[src/hdl/audio_clock_pkg.sv]
package audio_clock_pkg;

    // register indices; the byte address is four times the index
    localparam logic [7:0] IDX_AUDIO_CONTROL       = 8'h31;
    localparam logic [7:0] IDX_AUDIO_RATE_OVERRIDE = 8'h32;
    localparam logic [7:0] IDX_AUDIO_LOOP_GAIN_A   = 8'h39;
    localparam logic [7:0] IDX_AUDIO_LOOP_GAIN_B   = 8'h3A;
    localparam logic [7:0] IDX_FIRST_CLOCK_MULT    = 8'h3F;

    localparam int RATE_W = 3;
    localparam int GAIN_W = 6;
    localparam int MULT_W = 3;
    localparam int DIV_W  = 11;

    // field positions
    localparam int CTRL_OVERRIDE_BIT = 2;
    localparam int CTRL_EXTRA_BIT    = 5;

    // reset values
    localparam logic [RATE_W-1:0] RATE_RESET  = 3'h3;
    localparam logic [MULT_W-1:0] MULT_RESET  = 3'h0;
    localparam logic              CTRL_RESET  = 1'h0;

    // bus encodings
    localparam logic [1:0] HTRANS_NONSEQ = 2'h2;
    localparam logic [2:0] HSIZE_WORD    = 3'h2;

    typedef enum logic [MULT_W-1:0] {
        MULT_512FS = 3'b000,
        MULT_384FS = 3'b001,
        MULT_256FS = 3'b010,
        MULT_192FS = 3'b011,
        MULT_128FS = 3'b100,
        MULT_64FS  = 3'b101,
        MULT_1FS   = 3'b110,
        MULT_ZBIT  = 3'b111
    } mult_code_t;

    // data-phase record of an accepted transfer
    typedef struct packed {
        logic       valid;
        logic       write;
        logic [7:0] idx;
    } ahb_req_t;

    // loop gain defaults per selected rate code
    function automatic logic [GAIN_W-1:0] default_gain_a(input logic [RATE_W-1:0] rate);
        case (rate)
            3'h0:    default_gain_a = 6'h0A;
            3'h1:    default_gain_a = 6'h0C;
            3'h2:    default_gain_a = 6'h0E;
            3'h3:    default_gain_a = 6'h10;
            default: default_gain_a = 6'h0A;
        endcase
    endfunction : default_gain_a

    function automatic logic [GAIN_W-1:0] default_gain_b(input logic [RATE_W-1:0] rate);
        case (rate)
            3'h0:    default_gain_b = 6'h20;
            3'h1:    default_gain_b = 6'h22;
            3'h2:    default_gain_b = 6'h24;
            3'h3:    default_gain_b = 6'h26;
            default: default_gain_b = 6'h2A;
        endcase
    endfunction : default_gain_b

    // output period in base ticks; zero means no toggling
    function automatic logic [DIV_W-1:0] clock_divisor(input logic [MULT_W-1:0] code,
                                                       input logic              extra);
        case (code)
            MULT_512FS: clock_divisor = extra ? 11'h003 : 11'h002;
            MULT_384FS: clock_divisor = extra ? 11'h004 : 11'h000;
            MULT_256FS: clock_divisor = extra ? 11'h006 : 11'h004;
            MULT_192FS: clock_divisor = extra ? 11'h008 : 11'h000;
            MULT_128FS: clock_divisor = extra ? 11'h00C : 11'h008;
            MULT_64FS:  clock_divisor = extra ? 11'h018 : 11'h010;
            MULT_1FS:   clock_divisor = extra ? 11'h600 : 11'h400;
            default:    clock_divisor = 11'h000;
        endcase
    endfunction : clock_divisor

endpackage : audio_clock_pkg

[src/hdl/audio_clock_config_regs.sv]
// Function
// - With the override bit set, the rate selection comes from the register field, not the pins.
// - The register rate field resets to 011b, meaning 48 kHz.
// - Two read/write 6-bit fields in bits 5..0 set the audio loop bandwidth.
// - Both loop values default to figures that depend on the selected sampling rate.
// - A 3-bit field picks the first audio clock multiple, resetting to zero.
// - With extra multiples on, a 512 fs output runs at about one third duty.
// - Under override the rate pins are ignored, yet the board must still drive them.
`timescale 1ns/1ps
`default_nettype none
module audio_clock_config_regs
    import audio_clock_pkg::*;
(
    input  wire logic              hclk,
    input  wire logic              hresetn,
    input  wire logic              hsel,
    input  wire logic [31:0]       haddr,
    input  wire logic [1:0]        htrans,
    input  wire logic              hwrite,
    input  wire logic [2:0]        hsize,
    input  wire logic [31:0]       hwdata,
    input  wire logic              hready,
    output logic      [31:0]       hrdata,
    output logic                   hreadyout,
    output logic                   hresp,
    input  wire logic [RATE_W-1:0] audio_rate_select_pins,
    output logic      [RATE_W-1:0] effective_rate,
    output logic      [GAIN_W-1:0] loop_gain_a,
    output logic      [GAIN_W-1:0] loop_gain_b,
    output logic                   extra_multiples_enable,
    output logic                   audio_clock_out_first,
    output logic                   audio_clock_oe_n
);

    // bus state
    ahb_req_t req_reg;
    ahb_req_t req_next;

    // software-visible storage
    logic              override_en_reg;
    logic              override_en_next;
    logic              extra_en_reg;
    logic              extra_en_next;
    logic [RATE_W-1:0] rate_override_reg;
    logic [RATE_W-1:0] rate_override_next;
    logic [GAIN_W-1:0] gain_a_reg;
    logic [GAIN_W-1:0] gain_a_next;
    logic [GAIN_W-1:0] gain_b_reg;
    logic [GAIN_W-1:0] gain_b_next;
    logic              gain_a_set_reg;
    logic              gain_a_set_next;
    logic              gain_b_set_reg;
    logic              gain_b_set_next;
    logic [MULT_W-1:0] first_mult_reg;
    logic [MULT_W-1:0] first_mult_next;

    // derived values
    logic [RATE_W-1:0] rate_sel;
    logic [RATE_W-1:0] rate_sel_next;
    logic [GAIN_W-1:0] gain_a_view;
    logic [GAIN_W-1:0] gain_b_view;
    logic [GAIN_W-1:0] gain_a_view_next;
    logic [GAIN_W-1:0] gain_b_view_next;
    logic [31:0]       rdata_next;

    // address-phase decode
    wire        addr_phase = hsel && hready && (htrans == HTRANS_NONSEQ);
    wire        word_size  = (hsize == HSIZE_WORD);
    wire [7:0]  addr_idx   = haddr[9:2];
    wire        addr_hi_ok = (haddr[31:10] == 22'h000000);

    // data-phase write strobes
    wire        wr_active  = req_reg.valid && req_reg.write;
    wire        wr_ctrl    = wr_active && (req_reg.idx == IDX_AUDIO_CONTROL);
    wire        wr_rate    = wr_active && (req_reg.idx == IDX_AUDIO_RATE_OVERRIDE);
    wire        wr_gain_a  = wr_active && (req_reg.idx == IDX_AUDIO_LOOP_GAIN_A);
    wire        wr_gain_b  = wr_active && (req_reg.idx == IDX_AUDIO_LOOP_GAIN_B);
    wire        wr_mult    = wr_active && (req_reg.idx == IDX_FIRST_CLOCK_MULT);

    // read select on the address phase
    wire        rd_take    = addr_phase && !hwrite;
    wire        rd_ctrl    = (addr_idx == IDX_AUDIO_CONTROL);
    wire        rd_rate    = (addr_idx == IDX_AUDIO_RATE_OVERRIDE);
    wire        rd_gain_a  = (addr_idx == IDX_AUDIO_LOOP_GAIN_A);
    wire        rd_gain_b  = (addr_idx == IDX_AUDIO_LOOP_GAIN_B);
    wire        rd_mult    = (addr_idx == IDX_FIRST_CLOCK_MULT);

    // only whole-word transfers inside the decoded window are recorded
    assign req_next.valid = addr_phase && word_size && addr_hi_ok;
    assign req_next.write = hwrite;
    assign req_next.idx   = addr_idx;

    // reserved bits are dropped on write, so they always read back as zero
    assign override_en_next   = wr_ctrl ? hwdata[CTRL_OVERRIDE_BIT] : override_en_reg;
    assign extra_en_next      = wr_ctrl ? hwdata[CTRL_EXTRA_BIT] : extra_en_reg;
    assign rate_override_next = wr_rate ? hwdata[RATE_W-1:0] : rate_override_reg;
    assign gain_a_next        = wr_gain_a ? hwdata[GAIN_W-1:0] : gain_a_reg;
    assign gain_b_next        = wr_gain_b ? hwdata[GAIN_W-1:0] : gain_b_reg;
    assign gain_a_set_next    = gain_a_set_reg || wr_gain_a;
    assign gain_b_set_next    = gain_b_set_reg || wr_gain_b;
    assign first_mult_next    = wr_mult ? hwdata[MULT_W-1:0] : first_mult_reg;

    rate_pin_sync u_rate_sync (
        .clk          (hclk),
        .rst_n        (hresetn),
        .pins         (audio_rate_select_pins),
        .override_en  (override_en_reg),
        .override_val (rate_override_reg),
        .rate_sel     (rate_sel)
    );

    // a write in its data phase lands before a following read samples it
    assign rate_sel_next = override_en_next ? rate_override_next : rate_sel;

    assign gain_a_view      = gain_a_set_reg ? gain_a_reg : default_gain_a(rate_sel);
    assign gain_b_view      = gain_b_set_reg ? gain_b_reg : default_gain_b(rate_sel);
    assign gain_a_view_next = gain_a_set_next ? gain_a_next : default_gain_a(rate_sel_next);
    assign gain_b_view_next = gain_b_set_next ? gain_b_next : default_gain_b(rate_sel_next);

    // read mux sees next values so back-to-back write then read is coherent
    always_comb begin
        rdata_next = 32'h00000000;
        if (rd_take && word_size && addr_hi_ok) begin
            if (rd_ctrl) begin
                rdata_next[CTRL_OVERRIDE_BIT] = override_en_next;
                rdata_next[CTRL_EXTRA_BIT]    = extra_en_next;
            end else if (rd_rate) begin
                rdata_next[RATE_W-1:0] = rate_override_next;
            end else if (rd_gain_a) begin
                rdata_next[GAIN_W-1:0] = gain_a_view_next;
            end else if (rd_gain_b) begin
                rdata_next[GAIN_W-1:0] = gain_b_view_next;
            end else if (rd_mult) begin
                rdata_next[MULT_W-1:0] = first_mult_next;
            end else begin
                rdata_next = 32'h00000000;
            end
        end
    end

    always_ff @(posedge hclk or negedge hresetn) begin
        if (!hresetn) begin
            req_reg   <= '0;
            hrdata    <= 32'h00000000;
            hreadyout <= 1'b1;
            hresp     <= 1'b0;
        end else begin
            req_reg   <= req_next;
            hrdata    <= rdata_next;
            hreadyout <= 1'b1;
            hresp     <= 1'b0;
        end
    end

    always_ff @(posedge hclk or negedge hresetn) begin
        if (!hresetn) begin
            override_en_reg   <= CTRL_RESET;
            extra_en_reg      <= CTRL_RESET;
            rate_override_reg <= RATE_RESET;
        end else begin
            override_en_reg   <= override_en_next;
            extra_en_reg      <= extra_en_next;
            rate_override_reg <= rate_override_next;
        end
    end

    always_ff @(posedge hclk or negedge hresetn) begin
        if (!hresetn) begin
            gain_a_reg     <= '0;
            gain_b_reg     <= '0;
            gain_a_set_reg <= 1'b0;
            gain_b_set_reg <= 1'b0;
        end else begin
            gain_a_reg     <= gain_a_next;
            gain_b_reg     <= gain_b_next;
            gain_a_set_reg <= gain_a_set_next;
            gain_b_set_reg <= gain_b_set_next;
        end
    end

    always_ff @(posedge hclk or negedge hresetn) begin
        if (!hresetn) begin
            first_mult_reg <= MULT_RESET;
        end else begin
            first_mult_reg <= first_mult_next;
        end
    end

    // loop values go out in the same cycle as the rate they track
    always_ff @(posedge hclk or negedge hresetn) begin
        if (!hresetn) begin
            effective_rate         <= RATE_RESET;
            loop_gain_a            <= default_gain_a(RATE_RESET);
            loop_gain_b            <= default_gain_b(RATE_RESET);
            extra_multiples_enable <= CTRL_RESET;
        end else begin
            effective_rate         <= rate_sel;
            loop_gain_a            <= gain_a_view;
            loop_gain_b            <= gain_b_view;
            extra_multiples_enable <= extra_en_reg;
        end
    end

    // base tick is hclk; a real part would feed this from the audio synthesiser
    audio_clock_gen u_clock_first (
        .clk       (hclk),
        .rst_n     (hresetn),
        .mult_code (first_mult_reg),
        .extra_en  (extra_en_reg),
        .clk_out   (audio_clock_out_first),
        .oe_n      (audio_clock_oe_n)
    );

endmodule : audio_clock_config_regs
`default_nettype wire

[src/hdl/audio_clock_gen.sv]
`timescale 1ns/1ps
`default_nettype none
module audio_clock_gen
    import audio_clock_pkg::*;
(
    input  wire logic              clk,
    input  wire logic              rst_n,
    input  wire logic [MULT_W-1:0] mult_code,
    input  wire logic              extra_en,
    output logic                   clk_out,
    output logic                   oe_n
);

    logic [DIV_W-1:0] cnt_reg;
    logic [DIV_W-1:0] cnt_next;
    logic [DIV_W-1:0] div_reg;
    logic [DIV_W-1:0] div_now;
    logic [DIV_W-1:0] high_len;
    logic             wrap;
    logic             restart;

    assign div_now  = clock_divisor(mult_code, extra_en);
    assign high_len = div_now >> 1;
    assign restart  = (div_now != div_reg);
    assign wrap     = (cnt_reg >= div_now - 11'h001);
    assign cnt_next = (restart || wrap || div_now == 11'h000) ? 11'h000 : cnt_reg + 11'h001;

    always_ff @(posedge clk or negedge rst_n) begin
        if (!rst_n) begin
            cnt_reg <= '0;
            div_reg <= '0;
            clk_out <= 1'b0;
            oe_n    <= 1'b0;
        end else begin
            cnt_reg <= cnt_next;
            div_reg <= div_now;
            clk_out <= (div_now != 11'h000) && (cnt_next < high_len);
            oe_n    <= (mult_code == MULT_ZBIT);
        end
    end

endmodule : audio_clock_gen
`default_nettype wire

[src/hdl/rate_pin_sync.sv]
`timescale 1ns/1ps
`default_nettype none
module rate_pin_sync
    import audio_clock_pkg::*;
(
    input  wire logic              clk,
    input  wire logic              rst_n,
    input  wire logic [RATE_W-1:0] pins,
    input  wire logic              override_en,
    input  wire logic [RATE_W-1:0] override_val,
    output logic      [RATE_W-1:0] rate_sel
);

    logic [RATE_W-1:0] meta_reg;
    logic [RATE_W-1:0] sync_reg;

    always_ff @(posedge clk or negedge rst_n) begin
        if (!rst_n) begin
            meta_reg <= RATE_RESET;
            sync_reg <= RATE_RESET;
        end else begin
            meta_reg <= pins;
            sync_reg <= meta_reg;
        end
    end

    assign rate_sel = override_en ? override_val : sync_reg;

endmodule : rate_pin_sync
`default_nettype wire

[config.mk]
export PLATFORM = sky130hd
export DESIGN_NAME = audio_clock_config_regs
export DESIGN_NICKNAME = d
export VERILOG_FILES = /design/src/hdl/audio_clock_pkg.sv /design/src/hdl/audio_clock_config_regs.sv /design/src/hdl/audio_clock_gen.sv /design/src/hdl/rate_pin_sync.sv
export SDC_FILE = /design/constraint.sdc
export NUM_CORES = 1
export LEC_CHECK = 0
export BUFFER_PORTS_ARGS = -buffer_cell sky130_fd_sc_hd__buf_2
export CAP_MARGIN = 25
export CORE_ASPECT_RATIO = 0.5
export CORE_MARGIN = 5
export CORE_UTILIZATION = 52
export CTS_CLUSTER_SIZE = 8
export DETAILED_ROUTE_END_ITERATION = 8
export GPL_TIMING_DRIVEN = 0
export PLACE_DENSITY_LB_ADDON = 0.3
export SETUP_SLACK_MARGIN = 0.5
export SLEW_MARGIN = 5
export SYNTH_ARGS = -nofsm -noshare
export SYNTH_HDL_FRONTEND = slang
export SYNTH_SLANG_ARGS = --single-unit
[constraint.sdc]
create_clock -name hclk -period 5.5 [get_ports hclk]
set_input_delay 0.275 -clock hclk [delete_from_list [all_inputs] [get_ports hclk]]
set_output_delay 0.275 -clock hclk [all_outputs]
set_load 0.005 [all_outputs]
==> results.py <==
metrics = {
    "run_status": {
        "outcome": "complete, no violations",
    },
    "logic_synthesis": {
        "yosysSeqAreaShare_pct": 46.9,
        "syn_area_um2": 4300,
        "synth-seq-cells": 80,
        "synth_edf_count": 0,
        "synth.avg_cell_area_um2": 10.7,
        "yosysWarnings": 0,
        "post_synth_num_cell_types": 70,
        "async_flop_share_pct": 100,
        "synth-main-ff-cell": "dfrtp_1",
        "syn_inst": 403,
    },
    "timing": {
        "setup_viol": 0,
        "drv_slew": 0,
        "tightest_slew_ns": 0.779,
        "rsz0062_at_grt": "false",
        "post-route-period-util_pct": 84.3,
        "fin_setup_tns_ns": 0,
        "setup_ws_ns": 0.865,
        "relSlewSlack_pct": 47.6,
        "max_clock_freq_mhz": 216,
        "hold_viol_final": 0,
        "skew_ns": 0.00940,
        "period_needed_ns": 4.64,
    },
    "route": {
        "drtIter0Drc": 146,
        "wirelength_mm": 9.66,
        "firstDrtPassIters": 5,
        "post-route-drc-count": 0,
        "vias_per_cell": 5.26,
        "drtAntennaViolNets": 0,
        "routedWlPerCell_um": 15.3,
        "routed-via-count": 3323,
    },
    "global_routing": {
        "gr-usage-all-layers_pct": 19.7,
        "grt_pass1_vias": 3406,
        "grt_pass1_wl_mm": 16.2,
        "grt_max_degree": 59,
        "grt.overflow.total": 0,
        "antenna_found_initial": 0,
    },
    "min_path": {
        "min_to": "u_rate_sync.meta_reg[1]$_DFF_PN1_",
        "min_from": "audio_rate_select_pins[1]",
        "hold_class": "in2reg",
        "holdPathStages": 1,
    },
    "finish": {
        "layout_common_cells": "buf_2 (76), dfrtp_1 (67), buf_4 (30), conb_1 (28), nor2_1 (26)",
        "drive_above_1_share_pct": 33.3,
        "largest_register_ffs": 11,
        "mostFrequentLayoutCell": "buf_2",
        "fin_util_pct": 65.2,
        "nNetsFinal": 612,
        "area_growth_pct": 21.7,
        "antenna_cells": 0,
    },
    "clock_tree": {
        "cts_tree": "done",
        "cts-root-buf": "clkbuf_16",
        "cts_buffers": 9,
        "clk_latency_ns": 0.33,
        "cts_sinks": 80,
        "cts.clk_slew.worst_paths_ns": 0.06,
        "cts-htree-levels": 3,
        "cts_max_path_buffers": 2,
    },
    "setup_path": {
        "reg2reg_to": "u_clock_first.clk_out$_DFF_PN0_",
        "crit_fanout": 10,
        "startpoint_type": "flip-flop",
        "worstSetupPathType": "reg2reg",
        "endpoint_kind": "flip-flop",
        "ff2ff_setup_slack_ns": 0.86,
        "crit_arrival_ns": 4.87,
        "r2r_start": "first_mult_reg[0]$_DFF_PN0_",
        "crit_required_ns": 5.74,
        "reg2regPathDepth": 21,
    },
    "flow_run": {
        "max_cap_viol_count": 0,
    },
    "power_and_ir_drop": {
        "worst_ir_drop_vdd_v": 0.000168,
        "power_density_nw_per_um2": 249,
        "totalPowerFinal_mw": 1.30,
        "p_leak_nw": 2.59,
    },
    "floorplanning": {
        "die_area_um2": 10300,
        "die-height_um": 74.3,
        "initial_core_util_pct": 53.6,
        "die_w_um": 139,
        "rows": 23,
        "num_io_pins": 129,
        "core_um2": 8030,
    },
    "placed_design": {
        "post-dp-hpwl_mm": 7.46,
        "portBuffers": 72,
        "place_congestion": 0.867,
        "dp_slack_ns": 0.889,
    },
}
per-stage QoR:
stage / hold WS [ns] / cells / area (µm²)
after floorplan: -0.0206 / 429 / 4400
after global placement: 0.335 / 613 / 4900
after detailed placement: 0.190 / 615 / 4940
after CTS: 0.0214 / 632 / 5240
after global routing: 0.0138 / 632 / 5240
final: 0.0362 / 632 / 5240
worst max-delay path by stage:
stage	from	to	slack, ns	cells past startpoint
after floorplan	first_mult_reg[0]$_DFF_PN0_	u_clock_first.clk_out$_DFF_PN0_	1.49	21
after global placement	extra_en_reg$_DFF_PN0_	u_clock_first.clk_out$_DFF_PN0_	0.87	20
after detailed placement	extra_en_reg$_DFF_PN0_	u_clock_first.clk_out$_DFF_PN0_	0.89	20
after CTS	extra_en_reg$_DFF_PN0_	u_clock_first.clk_out$_DFF_PN0_	0.81	20
after global routing	first_mult_reg[0]$_DFF_PN0_	u_clock_first.clk_out$_DFF_PN0_	0.51	21
final	first_mult_reg[0]$_DFF_PN0_	u_clock_first.clk_out$_DFF_PN0_	0.86	21
report_power, final:
part	switching, mW	total, mW	leakage, nW	internal [mW]
clock network	0.235	0.567	0.139	0.332
registers	0.0106	0.618	0.984	0.608
logic	0.0608	0.118	1.47	0.0569
critical path, cell delays in order, from the launching register on:
cell and delay (ns):
dfrtp_1 0.35, buf_2 0.17, nor2b_1 0.15, nand2_1 0.10, or2_2 0.34, ha_1 0.24, and3_1 0.18, ha_1 0.18
inv_1 0.05, ha_1 0.23, a21oi_1 0.15, nor2b_1 0.06, o21ai_0 0.19, o2111ai_1 0.19, a2111oi_4 0.45, o31ai_2 0.25
nor2_1 0.23, ha_1 0.29, a21o_1 0.16, a221oi_1 0.27, o21ai_0 0.13, a31oi_1 0.17
layer usage:
layer / vias to the layer above / GRT usage [%] / part of all wire (%)
met3: 14 / 5.65 / 5.5
met4: 0 / 6.07 / 1.4
met5: - / 0 / 0
met2: 110 / 33.9 / 48
li1: 1611 / - / -
met1: 1588 / 24.8 / 45
logic make-up (layout without fill, tap and decap cells):
| family | count (synthesis) | count (layout) | synth area share (%) |
|---|---|---|---|
| compound gates | 70 | 70 | 12.5 |
| xor+xnor | 13 | 13 | 2.65 |
| fa+ha+maj | 21 | 21 | 6.05 |
| buf+inv | 62 | 153 | 8.23 |
| flops | 80 | 80 | 46.9 |
| mux | 22 | 22 | 5.47 |
| other cells | 2 | 28 | 0.175 |
| simple gates | 133 | 133 | 18.0 |
synthesized netlist by cell type (3+ instances only):
library cell   n  share of area [%]
a21oi_1       12                1.4
o21a_1         3               0.52
buf_2          4               0.47
and3_1         5               0.73
ha_1          20                5.8
inv_1         18                1.6
nand2_1       24                2.1
xnor2_1        5                1.0
a31oi_1        3               0.44
nor2_1        26                2.3
clkbuf_1       5               0.44
or2_2          3               0.44
nor3_1         7               0.81
nand3_1       12                1.4
o21ai_0       14                1.6
nand4_1        5               0.73
dfstp_2       12                7.3
xor2_1         8                1.6
mux2i_1       10                2.3
buf_4         29                5.1
nor4_1         8                1.2
and2_1         5               0.73
nand2b_1       7                1.0
a22oi_1        3               0.52
mux2_2        12                3.1
nor2b_1        6               0.87
dfrtp_1       68                 40
a21o_1         6                1.0
and4b_1        4               0.93
inv_2          5               0.44
cell type report:
cell class / count / area, µm²
buffer: 39 / 268
timing repair buffer: 75 / 405
tap: 112 / 140
inverter: 23 / 86.3
clock buffer: 11 / 253
clock inverter: 5 / 37.5
sequential: 80 / 2020
multi-input combinational: 287 / 2030
fill: 635 / 2790
timing repair:
item / in CTS / in global routing
endpoints found under the setup margin: 0 / 1
hold buffers: 1 / 0
buffers inserted: 0 / 0
endpoints found under the hold margin: 18 / 0
gates resized for setup: 0 / 1
Power figures use the tool's default switching activity.
